$ cat config.mk
export PLATFORM = sky130hd
export DESIGN_NAME = coax_backup_switch
export DESIGN_NICKNAME = d
export VERILOG_FILES = /design/src/shared/coax_pkg.sv /design/src/shared/route_if.sv /design/src/verilog/relay_seq.sv /design/src/verilog/coax_backup_switch.sv
export SDC_FILE = /design/constraint.sdc
export NUM_CORES = 1
export LEC_CHECK = 0
export BUFFER_PORTS_ARGS = -buffer_cell sky130_fd_sc_hd__buf_2
export CORE_ASPECT_RATIO = 1.4
export CORE_MARGIN = 10
export CORE_UTILIZATION = 45
export DETAILED_ROUTE_END_ITERATION = 16
export PLACE_DENSITY = 0.68
export SYNTH_ARGS = -nofsm -noshare
export SYNTH_HDL_FRONTEND = slang
export SYNTH_SLANG_ARGS = --single-unit
$ cat constraint.sdc
create_clock -name clk -period 12.1 [get_ports clk]
set_input_delay 0.605 -clock clk [delete_from_list [all_inputs] [get_ports clk]]
set_output_delay 0.605 -clock clk [all_outputs]
set_load 0.1 [all_outputs]
$ cat src/shared/coax_pkg.sv
// Constants and types shared by the coaxial backup switch control logic
// Notes on behaviour
// RULE1: Unpowered relays leave every output on its own primary input.
// RULE2: Each output always has exactly one source selected.
// RULE3: Dedicated-mode backup selects dedicated input and terminates the primary.
// RULE4: A dedicated backup input not in use is terminated.
// RULE5: Shared-mode backup routes the shared input and terminates the primary.
// RULE6: Shared input is routed only in shared mode, otherwise terminated.
// RULE7: Paired mode gangs section 1 with 3 and section 2 with 4; commands to sections 3 and 4 act alone.
// RULE8: Green indicator lit while the primary input feeds the output.
// RULE9: Red indicator lit while the dedicated backup feeds the output.
// RULE10: Shared input lamp lit and served output indicator blinks.
// RULE11: Higher priority request takes the shared input from the holder.
// RULE12: Priority order loads only from the remote controller port.
// RULE13: Priority order resets to section 1 highest through section 4 lowest.
// RULE14: Error lights the error lamp and sounds the beeper if enabled.
// RULE15: Any mode change releases all backups back to primary inputs.
// RULE16: Dedicated-mode key toggles dedicated and paired; lamp steady or flashing.
// RULE17: Displaced holder returns to primary; lower priority cannot displace.
// RULE18: Old source is broken before the new one is made.
package coax_pkg;
	localparam int NSEC = 4;
	typedef enum logic [1:0] {RT_PRI = 2'b00, RT_DED = 2'b01, RT_SHR = 2'b11} route_e;
	typedef enum logic [1:0] {MD_DED = 2'b00, MD_PAIR = 2'b01, MD_SHR = 2'b11} mode_e;
	// Register byte offsets
	localparam logic [7:0] OFS_CTRL = 8'h00;
	localparam logic [7:0] OFS_CMD  = 8'h04;
	localparam logic [7:0] OFS_PRIO = 8'h08;
	localparam logic [7:0] OFS_STAT = 8'h0C;
	localparam logic [7:0] OFS_IRQS = 8'h10;
	localparam logic [7:0] OFS_IRQM = 8'h14;
	// Field positions
	localparam int CTRL_MODE_LSB = 0;
	localparam int CTRL_BEEP_BIT = 2;
	localparam int CMD_SEC_LSB   = 0;
	localparam int CMD_BKUP_BIT  = 4;
	localparam int STAT_HOLD_LSB = 8;
	localparam int STAT_HV_BIT   = 10;
	localparam int IRQ_ERR  = 0;
	localparam int IRQ_PRE  = 1;
	localparam int IRQ_REF  = 2;
	localparam int IRQ_MODE = 3;
	localparam int NIRQ     = 4;
	// Reset values; priority holds a 2-bit rank per section, 0 is highest
	localparam logic [7:0] PRIO_RST = 8'hE4;
	localparam mode_e      MODE_RST = MD_DED;
	localparam logic       BEEP_RST = 1'b1;
	localparam logic [3:0] MASK_RST = 4'h0;
	// Timing
	localparam int CLK_HZ          = 200_000_000;
	localparam int TICK_MS         = 1;
	localparam int TICK_CYCLES_DEF = CLK_HZ / 1000 * TICK_MS;
	localparam int BLINK_HALF_MS   = 250;
	localparam int BEEP_MS         = 500;
endpackage : coax_pkg

$ cat src/shared/route_if.sv
// Route targets and applied relay state between controller and sequencer
`timescale 1ns/1ps
`default_nettype none
interface route_if;
	coax_pkg::route_e [3:0] tgt;
	coax_pkg::route_e [3:0] app;
	logic [3:0]             rly_ded;
	logic [3:0]             rly_shr;
	logic [3:0]             term_pri;
	logic [3:0]             term_ded;
	logic                   term_shr;
	modport ctl (output tgt, input app, rly_ded, rly_shr, term_pri, term_ded, term_shr);
	modport seq (input tgt, output app, rly_ded, rly_shr, term_pri, term_ded, term_shr);
endinterface : route_if
`default_nettype wire

$ cat src/verilog/relay_seq.sv
// Break-before-make relay sequencer for the four switch sections
`timescale 1ns/1ps
`default_nettype none
module relay_seq (
	// Clock and reset
	input  wire logic clk,
	input  wire logic rstn,
	// Targets in, relay drive out
	route_if.seq      rt
);
	typedef struct packed {
		coax_pkg::route_e [3:0] app;
		logic [3:0]             rd;
		logic [3:0]             rs;
		logic [3:0]             tp;
		logic [3:0]             td;
		logic                   ts;
	} seq_s;
	seq_s q, d;
	logic shr_used;

	// A changing section passes through its primary input for one cycle, so the
	// output never sees two sources and the shared input is freed before reuse
	always_comb
	begin
		d = q;
		shr_used = 1'b0;
		for (int s = 0; s < 4; s++)
			shr_used = shr_used | (q.app[s] == coax_pkg::RT_SHR);
		for (int s = 0; s < 4; s++)
		begin
			if (q.app[s] != rt.tgt[s])
			begin
				if (q.app[s] != coax_pkg::RT_PRI)
					d.app[s] = coax_pkg::RT_PRI; // RULE18
				else if (rt.tgt[s] != coax_pkg::RT_SHR || !shr_used)
					d.app[s] = rt.tgt[s]; // RULE3 RULE5
			end
		end
		d.ts = 1'b1;
		for (int s = 0; s < 4; s++)
		begin
			d.rd[s] = d.app[s] == coax_pkg::RT_DED;
			d.rs[s] = d.app[s] == coax_pkg::RT_SHR;
			d.tp[s] = d.app[s] != coax_pkg::RT_PRI; // RULE3 RULE5
			d.td[s] = d.app[s] != coax_pkg::RT_DED; // RULE4
			if (d.rs[s])
				d.ts = 1'b0; // RULE6
		end
	end

	// All coils off after reset: the unpowered routing
	always_ff @(posedge clk or negedge rstn)
	begin
		if (!rstn)
			q <= '{app: {4{coax_pkg::RT_PRI}}, rd: 4'h0, rs: 4'h0, tp: 4'h0, td: 4'hF, ts: 1'b1}; // RULE1
		else
			q <= d;
	end

	assign rt.app      = q.app;
	assign rt.rly_ded  = q.rd;
	assign rt.rly_shr  = q.rs;
	assign rt.term_pri = q.tp;
	assign rt.term_ded = q.td;
	assign rt.term_shr = q.ts;
endmodule : relay_seq
`default_nettype wire

$ cat src/verilog/coax_backup_switch.sv
// Control of the four-section coaxial backup switch with register port
`timescale 1ns/1ps
`default_nettype none
module coax_backup_switch #(
	parameter int unsigned TICK_CYCLES = coax_pkg::TICK_CYCLES_DEF
) (
	// Clock and reset
	input  wire logic       clk,
	input  wire logic       rstn,
	// Remote controller register port
	input  wire logic [7:0] addr,
	input  wire logic [31:0] wdata,
	input  wire logic       wr,
	input  wire logic       rd,
	output logic [31:0]     rdata,
	// Front panel keys, one-cycle pulses
	input  wire logic [3:0] key_normal,
	input  wire logic [3:0] key_backup,
	input  wire logic       key_ded_mode,
	input  wire logic       key_shr_mode,
	// Monitoring
	input  wire logic       err_in,
	// Relay drive and terminations
	output logic [3:0]      relay_ded,
	output logic [3:0]      relay_shr,
	output logic [3:0]      term_primary,
	output logic [3:0]      term_dedicated,
	output logic            term_shared,
	// Indicators
	output logic [3:0]      led_green,
	output logic [3:0]      led_red,
	output logic            led_shared,
	output logic            lamp_ded_key,
	output logic            lamp_shr_key,
	output logic            led_error,
	output logic            beeper,
	// Interrupt
	output logic            irq
);
	localparam int TW = $clog2(TICK_CYCLES + 1);

	initial
	begin
		if (TICK_CYCLES < 2)
			$error("TICK_CYCLES must be at least 2");
	end

	typedef struct packed {
		coax_pkg::mode_e        mode;
		logic                   beep_en;
		logic [7:0]             prio;
		coax_pkg::route_e [3:0] tgt;
		logic [1:0]             hold;
		logic                   hv;
		logic                   ev_pre;
		logic                   ev_ref;
		logic                   ev_mode;
		logic [3:0]             irqs;
		logic [3:0]             irqm;
		logic [31:0]            rdata;
		logic [TW-1:0]          tick;
		logic [8:0]             blink_ms;
		logic                   blink;
		logic [8:0]             beep_ms;
		logic                   err_prev;
		logic [3:0]             green;
		logic [3:0]             red;
		logic                   shr_led;
		logic                   ded_lamp;
		logic                   shr_lamp;
		logic                   err_led;
		logic                   beep;
		logic                   irq;
	} ctl_s;
	ctl_s q, d;

	route_if rt ();

	relay_seq u_seq (
		.clk  (clk),
		.rstn (rstn),
		.rt   (rt.seq)
	);

	// Rank of a section in the packed priority order
	function automatic logic [1:0] rank(input logic [7:0] p, input logic [1:0] s);
		return p[2*s +: 2];
	endfunction : rank

	// A priority order is usable only if every rank is held once
	function automatic logic perm_ok(input logic [7:0] p);
		logic [3:0] seen;
		seen = 4'h0;
		for (int s = 0; s < 4; s++)
			seen[rank(p, 2'(s))] = 1'b1;
		return seen == 4'hF;
	endfunction : perm_ok

	// Any real mode change drops every backup connection
	function automatic ctl_s set_mode(input ctl_s st, input coax_pkg::mode_e m);
		ctl_s r;
		r = st;
		if (m != st.mode)
		begin
			r.mode = m;
			r.tgt = {4{coax_pkg::RT_PRI}}; // RULE15
			r.hv = 1'b0;
			r.ev_mode = 1'b1;
		end
		return r;
	endfunction : set_mode

	// Backup or normal request for one addressed section
	function automatic ctl_s do_cmd(input ctl_s st, input logic [1:0] sec, input logic bk);
		ctl_s       r;
		logic [3:0] m;
		r = st;
		m = 4'h0;
		m[sec] = 1'b1;
		if (st.mode == coax_pkg::MD_PAIR && !sec[1])
			m[sec + 2'd2] = 1'b1; // RULE7
		for (int t = 0; t < 4; t++)
		begin
			if (m[t])
			begin
				if (!bk)
				begin
					r.tgt[t] = coax_pkg::RT_PRI;
					if (r.hv && r.hold == 2'(t))
						r.hv = 1'b0;
				end
				else if (r.mode != coax_pkg::MD_SHR)
					r.tgt[t] = coax_pkg::RT_DED; // RULE3
				else if (!r.hv)
				begin
					r.tgt[t] = coax_pkg::RT_SHR; // RULE5
					r.hold = 2'(t);
					r.hv = 1'b1;
				end
				else if (r.hold != 2'(t))
				begin
					if (rank(r.prio, 2'(t)) < rank(r.prio, r.hold))
					begin
						r.tgt[r.hold] = coax_pkg::RT_PRI; // RULE11 RULE17
						r.tgt[t] = coax_pkg::RT_SHR;
						r.hold = 2'(t);
						r.ev_pre = 1'b1;
					end
					else
						r.ev_ref = 1'b1; // RULE17
				end
			end
		end
		return r;
	endfunction : do_cmd

	// Next state: register port, keys, timers, indicators
	always_comb
	begin
		logic [3:0]  ev;
		logic        ms;
		logic [31:0] stat;
		ev = 4'h0;
		ms = 1'b0;
		stat = 32'h0000_0000;
		d = q;
		d.ev_pre = 1'b0;
		d.ev_ref = 1'b0;
		d.ev_mode = 1'b0;
		// Mode keys and remote mode writes
		if (key_ded_mode)
			d = set_mode(d, q.mode == coax_pkg::MD_DED ? coax_pkg::MD_PAIR : coax_pkg::MD_DED); // RULE16
		else if (key_shr_mode)
			d = set_mode(d, coax_pkg::MD_SHR);
		else if (wr && addr == coax_pkg::OFS_CTRL)
		begin
			d.beep_en = wdata[coax_pkg::CTRL_BEEP_BIT];
			if (wdata[coax_pkg::CTRL_MODE_LSB +: 2] != 2'b10)
				d = set_mode(d, coax_pkg::mode_e'(wdata[coax_pkg::CTRL_MODE_LSB +: 2]));
		end
		// Priority loads only from the register port; keys have no path here
		if (wr && addr == coax_pkg::OFS_PRIO)
		begin
			if (perm_ok(wdata[7:0]))
				d.prio = wdata[7:0]; // RULE12
			else
				d.ev_ref = 1'b1;
		end
		// Section commands; keys in section order, then the remote command
		for (int s = 0; s < 4; s++)
		begin
			if (key_backup[s])
				d = do_cmd(d, 2'(s), 1'b1);
			if (key_normal[s])
				d = do_cmd(d, 2'(s), 1'b0);
		end
		if (wr && addr == coax_pkg::OFS_CMD)
			d = do_cmd(d, wdata[coax_pkg::CMD_SEC_LSB +: 2], wdata[coax_pkg::CMD_BKUP_BIT]);
		// Millisecond enable, blink phase and beeper length
		if (q.tick == TW'(TICK_CYCLES - 1))
		begin
			d.tick = '0;
			ms = 1'b1;
		end
		else
			d.tick = q.tick + TW'(1);
		if (ms)
		begin
			if (q.blink_ms == 9'(coax_pkg::BLINK_HALF_MS - 1))
			begin
				d.blink_ms = 9'h000;
				d.blink = !q.blink;
			end
			else
				d.blink_ms = q.blink_ms + 9'h001;
			if (q.beep_ms != 9'h000)
				d.beep_ms = q.beep_ms - 9'h001;
		end
		d.err_prev = err_in;
		if (err_in && !q.err_prev && q.beep_en)
			d.beep_ms = 9'(coax_pkg::BEEP_MS); // RULE14
		// Events; set wins over a write-one clear in the same cycle
		ev[coax_pkg::IRQ_ERR] = err_in && !q.err_prev;
		ev[coax_pkg::IRQ_PRE] = q.ev_pre;
		ev[coax_pkg::IRQ_REF] = q.ev_ref;
		ev[coax_pkg::IRQ_MODE] = q.ev_mode;
		if (wr && addr == coax_pkg::OFS_IRQS)
			d.irqs = q.irqs & ~wdata[3:0];
		if (wr && addr == coax_pkg::OFS_IRQM)
			d.irqm = wdata[3:0];
		d.irqs = d.irqs | ev;
		d.irq = |(d.irqs & d.irqm);
		// Status word: applied routes, shared holder
		for (int s = 0; s < 4; s++)
			stat[2*s +: 2] = rt.app[s];
		stat[coax_pkg::STAT_HOLD_LSB +: 2] = q.hold;
		stat[coax_pkg::STAT_HV_BIT] = q.hv;
		// Read data stand only in the cycle after the strobe
		d.rdata = 32'h0000_0000;
		if (rd)
		begin
			unique case (addr)
				coax_pkg::OFS_CTRL: d.rdata = {29'h0000_0000, q.beep_en, q.mode};
				coax_pkg::OFS_PRIO: d.rdata = {24'h00_0000, q.prio};
				coax_pkg::OFS_STAT: d.rdata = stat;
				coax_pkg::OFS_IRQS: d.rdata = {28'h000_0000, q.irqs};
				coax_pkg::OFS_IRQM: d.rdata = {28'h000_0000, q.irqm};
				default:            d.rdata = 32'h0000_0000;
			endcase
		end
		// Section indicators follow the applied relays, not the targets; key lamps follow the mode
		d.shr_led = 1'b0;
		for (int s = 0; s < 4; s++)
		begin
			d.green[s] = rt.app[s] == coax_pkg::RT_PRI; // RULE8
			d.red[s] = rt.app[s] == coax_pkg::RT_DED // RULE9
				|| (rt.app[s] == coax_pkg::RT_SHR && q.blink); // RULE10
			if (rt.app[s] == coax_pkg::RT_SHR)
				d.shr_led = 1'b1; // RULE10
		end
		d.ded_lamp = q.mode == coax_pkg::MD_DED || (q.mode == coax_pkg::MD_PAIR && q.blink); // RULE16
		d.shr_lamp = q.mode == coax_pkg::MD_SHR;
		d.err_led = err_in; // RULE14
		d.beep = d.beep_ms != 9'h000;
	end

	always_ff @(posedge clk or negedge rstn)
	begin
		if (!rstn)
		begin
			q <= '0;
			q.mode <= coax_pkg::MODE_RST;
			q.beep_en <= coax_pkg::BEEP_RST;
			q.prio <= coax_pkg::PRIO_RST; // RULE13
			q.tgt <= {4{coax_pkg::RT_PRI}}; // RULE1
			q.irqm <= coax_pkg::MASK_RST;
			q.green <= 4'hF;
			q.ded_lamp <= 1'b1;
		end
		else
			q <= d;
	end

	assign rt.tgt = q.tgt;

	// Outputs straight from flip-flops
	assign rdata          = q.rdata;
	assign relay_ded      = rt.rly_ded;
	assign relay_shr      = rt.rly_shr;
	assign term_primary   = rt.term_pri;
	assign term_dedicated = rt.term_ded;
	assign term_shared    = rt.term_shr;
	assign led_green      = q.green;
	assign led_red        = q.red;
	assign led_shared     = q.shr_led;
	assign lamp_ded_key   = q.ded_lamp;
	assign lamp_shr_key   = q.shr_lamp;
	assign led_error      = q.err_led;
	assign beeper         = q.beep;
	assign irq            = q.irq;
endmodule : coax_backup_switch
`default_nettype wire

* Word-level counts from Yosys, hierarchy flattened
Index checks and enable logic that the tools add are counted.
** Cells by class
- Add/subtract/negate cells :: 4
- Order comparisons :: 40
- Eq/ne operators :: 68
- Shift-type cells :: 10
- Muxes and demuxes :: 265
- Bitwise gates (word level) :: 31
- Reduce and logical (&&, ||, !) cells :: 72
** Operators with widths (count)
- 106-bit 2-to-1 mux :: 8
- 117-bit 2-to-1 mux :: 4
- 10-bit 2-to-1 mux :: 20
- 13-bit 2-to-1 mux :: 14
- 2-bit 2-to-1 mux :: 89
- 104-bit 2-to-1 mux :: 1
- 8-bit by 4-bit variable part select with 2-bit output :: 10
- 1-bit 2-to-1 mux :: 66
- 4-bit 2-to-1 mux :: 15
- 8-bit bitwise AND :: 7
- 8-bit inverter :: 7
- 11-bit 2-to-1 mux :: 5
- 11-bit case mux with 5 select lines :: 1
- 6-bit 2-to-1 mux :: 9
- 9-bit 2-to-1 mux :: 6
- 8-bit 2-to-1 mux :: 6
- 2-bit by 3-bit less-than comparator with 1-bit output (second input constant) :: 15
- 2-bit demux with 2-bit select :: 10
- 1-bit logical AND :: 38
- 2-bit by 1-bit == test with 1-bit output (second input constant) :: 16
- 2-bit != test (second input constant) :: 16
- 2-bit == test (second input constant) :: 15
- 2-bit by 1-bit greater-or-equal comparator with 1-bit output (second input constant) :: 15
- 2-bit less-than comparator :: 10
- 32 further kinds :: 87
** Word-level totals
- Flip-flop bits (word level) :: 141
- Input bits :: 55
- Output and inout bits :: 63

* Depth between registers and ports, before layout
- Word-level depth :: 156
- Gate-level depth with buffers :: 69

* Modules after synthesis
From an unflattened synthesis, not the netlist that was laid out.
** Unflattened totals
- Cells, all modules :: 1001
- Area total of the unflattened synthesis :: 8420.6 µm²
** By module, submodules not included
- coax_backup_switch :: times used 1, cells each 908, area an instance 7399.6 µm², seq. area each 2389.8 µm²
- relay_seq :: times used 1, cells each 93, area an instance 1021.0 µm², seq. area each 631.9 µm²

* Worst setup path before layout
OpenSTA, ideal clock, no wires.
- Path type :: input port to flip-flop
- Start :: input port addr[7]
- End :: register, netlist name q[102]
- Library setup time :: 87 ps
- Arrival time :: 13693 ps
- Required time :: 12013 ps
- Slack :: -1679 ps
- Stages on the path :: 66
- Path through :: or4_1 > buf_2 > or3_1 > or4_1 > buf_2 > buf_6 > mux2_2 > nor2_1 > a21oi_1 > nand2b_1 > o21ai_0 > ha_1 > nor2_1 > o21bai_1 > o21ai_0 > nor2b_1 > a21oi_1 > ha_1 > [30 not listed] > a211o_1 > and4_1 > buf_6 > nand2_1 > o221ai_1 > ha_1 > nor2_1 > o21ai_0 > o21ai_1 > or4_1 > o221a_2 > ha_1 > nand3_1 > a2111oi_2 > a211o_1 > nor4_1 > or4_1 > o211ai_1
** RTL lines
- from (decl) :: RTL line coax_backup_switch.sv:11 : input wire logic [7:0] addr,

==> out/qor.yml <==
fp.dieW_um: 134.1
drc: 0
yosysSeqAreaShare_pct: 36.85
syn_inst: 975
period_needed_ns: 11.98
async_reset_ff_share_pct: 100.0
mostFrequentLayoutCells: "buf_4 (164), nand2_1 (108), dfrtp_1 (105), nor2_1 (104), buf_2 (69)"
cts_tree: "yes"
wl_per_cell_um: 19.22
slowest_delay_ns: 0.61
clockRootBuffer: "clkbuf_16"
synth_edf_count: 0
wirelength_mm: 27.50
gr-total-overflow: 0
post-route-util_pct: 59.70
nets: 1245
power_density_nw_per_um2: 151.4
slew_headroom_pct: 26.67
total_power_uw: 1620
numPortBuffers: 72
io_pins: 118
syn-cell-area_um2: 8200
grt_pass1_vias: 8265
r2r_cells: 58
rsz0062_at_grt: "yes"
place_inst: 1383
num_rows: 58
p_leak_uw: 0.004911
synth_seq_cells: 120
worst_setup_hold_path_clk_slew_ns: 0.06
num_vias: 8373
core_area_um2: 17920
outcome: "finished clean"
hold_path_class: "input port to asynchronous set/reset pin"
grt_pass1_wl_mm: 43.07
grt_max_degree: 73
gp_congestion: 1.031
ys_warn_count: 0
critPathArrivalTime_ns: 12.28
crit_fanout: 6
critPathRequiredTime_ns: 12.40
r2r_slack_ns: 1.28
ir_drop_mv: 0.08232
start_kind: "input port"
drt_pre_antenna_iters: 5
final_common_cell: "buf_4"
grt_antenna_before_repair: 0
place_hpwl_mm: 21.16
fin_skew_ns: 0.01285
synthDistinctLibCells: 88
hold_violations: 0
die-height_um: 179.7
final_area_um2: 10700
grt_usage_pct: 22.18
cp_num_cells: 63
cts_hold_buf: 0
syn_avg_cell_area_um2: 8.411
drv_slew: 0
cts_sinks: 120
avgViaCountPerCell: 5.851
synthToLayoutAreaGrowth_pct: 30.49
synth_flop_cell: "dfrtp_1"
hold_ws_ns: 0.2123
drt_iter0_drc: 775
drt.antenna.violating_nets: 0
clk_path_buf_depth: 2
drive_gt1_share_pct: 31.23
fin_crit_sh_pct: 99.03
cts.htree.levels: 4
drv_cap: 0
dieArea_um2: 24100
path_class: "input port to register"
cts_buffers: 17
diodes: 0
insertion_delay_ns: 0.42
initial_core_util_pct: 45.75
worst_pin_slew_ns: 1.096
crit_top_cell: "nor2_2"
fmax_mhz: 83.45
placed_area_um2: 9778
crit_buf_inv: 2
setup_violations: 0
crit_slowest_cell: "or4_4"
endpoint_kind: "register"
final_cells: 1431
cp_top_family: "simple AND/OR/NAND/NOR gates"
## power breakdown
group | switching [µW] | leakage (µW) | internal, µW | total (µW)
logic | 412 | 0.00312 | 235 | 647
clock network | 199 | 0.000294 | 311 | 510
registers | 30.6 | 0.00149 | 432 | 463
## per-stage QoR
stage / worst slack (ns) / setup TNS (ns)
floorplan: -0.5956 / -5.685
global placement: -0.3419 / -3.159
detailed placement: -0.6060 / -6.168
CTS: 0.01871 / 0
global route: -0.4479 / -4.312
finish: 0.1171 / 0
## final cells by class
class | count | area [µm²]
clock inverters | 15 | 177.7
multi-input cells | 765 | 5014
flip-flops and latches | 120 | 3022
clock buffers | 17 | 425.4
inverters | 38 | 142.6
repair buffers | 236 | 1619
fillers | 1621 | 7224
well taps | 240 | 300.3
## state kept, by name, indices dropped and copies added, names as in the netlist, 4 cells and up
register	cells
led_red	4
u_seq.rt.term_pri	4
rdata	11
u_seq.rt.term_ded	4
q	70
led_green	4
u_seq.rt.app	8
u_seq.rt.rly_shr	4
u_seq.rt.rly_ded	4
## layer usage
| metal | routed length, µm | vias up | share of wire [%] | global-route usage [%] |
|---|---|---|---|---|
| li1 | - | 3936 | - | - |
| met1 | 10050 | 3986 | 37 | 24.13 |
| met2 | 14340 | 344 | 52 | 39.73 |
| met3 | 1629 | 107 | 5.9 | 4.185 |
| met4 | 1479 | 0 | 5.4 | 11.35 |
| met5 | 0 | - | 0 | 0 |
## path summary, 6_finish.rpt
path                         start         to
max reg2reg                  q[97]      q[99]
max                        addr[4]      q[99]
max in group asynchronous     rstn      q[25]
min reg2reg                  q[93]      q[90]
min                           rstn      q[20]
min in group clk            err_in  led_error
## cells by family after synthesis
group	after synthesis	synth area share, %
simple gates	403	23.39
compound gates	284	25.27
flops	120	36.85
buf+inv	110	7.171
xor+xnor	27	2.884
mux	18	2.563
fa+ha+maj	12	1.831
other cells	1	0.04573
## cell usage after synthesis, types with 11 or more instances
cell type    n  area, µm²
a211oi_1    13      97.59
a21o_1      15      112.6
a21oi_1     51      255.2
a22oi_1     11      82.58
and2_1      16      100.1
and3_1      15      93.84
buf_4       40      300.3
clkbuf_1    27      101.4
dfrtp_1    105       2628
dfstp_2     15      394.1
ha_1        12      150.1
inv_1       36      135.1
nand2_1    108      405.4
nand2b_1    13      81.33
nand3_1     31      155.2
nor2_1     116      435.4
nor3_1      38      190.2
o211ai_1    13      97.59
o21a_1      14      105.1
o21ai_0     50      250.2
o22ai_1     13      81.33
xnor2_1     13      113.9
xor2_1      14      122.6
## what timing repair did
action                     in CTS  in global routing
pin swaps                       5                 36
setup endpoints to repair      11                 12
setup buffers                   4                 12
resized for setup               4                 39
Power figures use the tool's default switching activity.
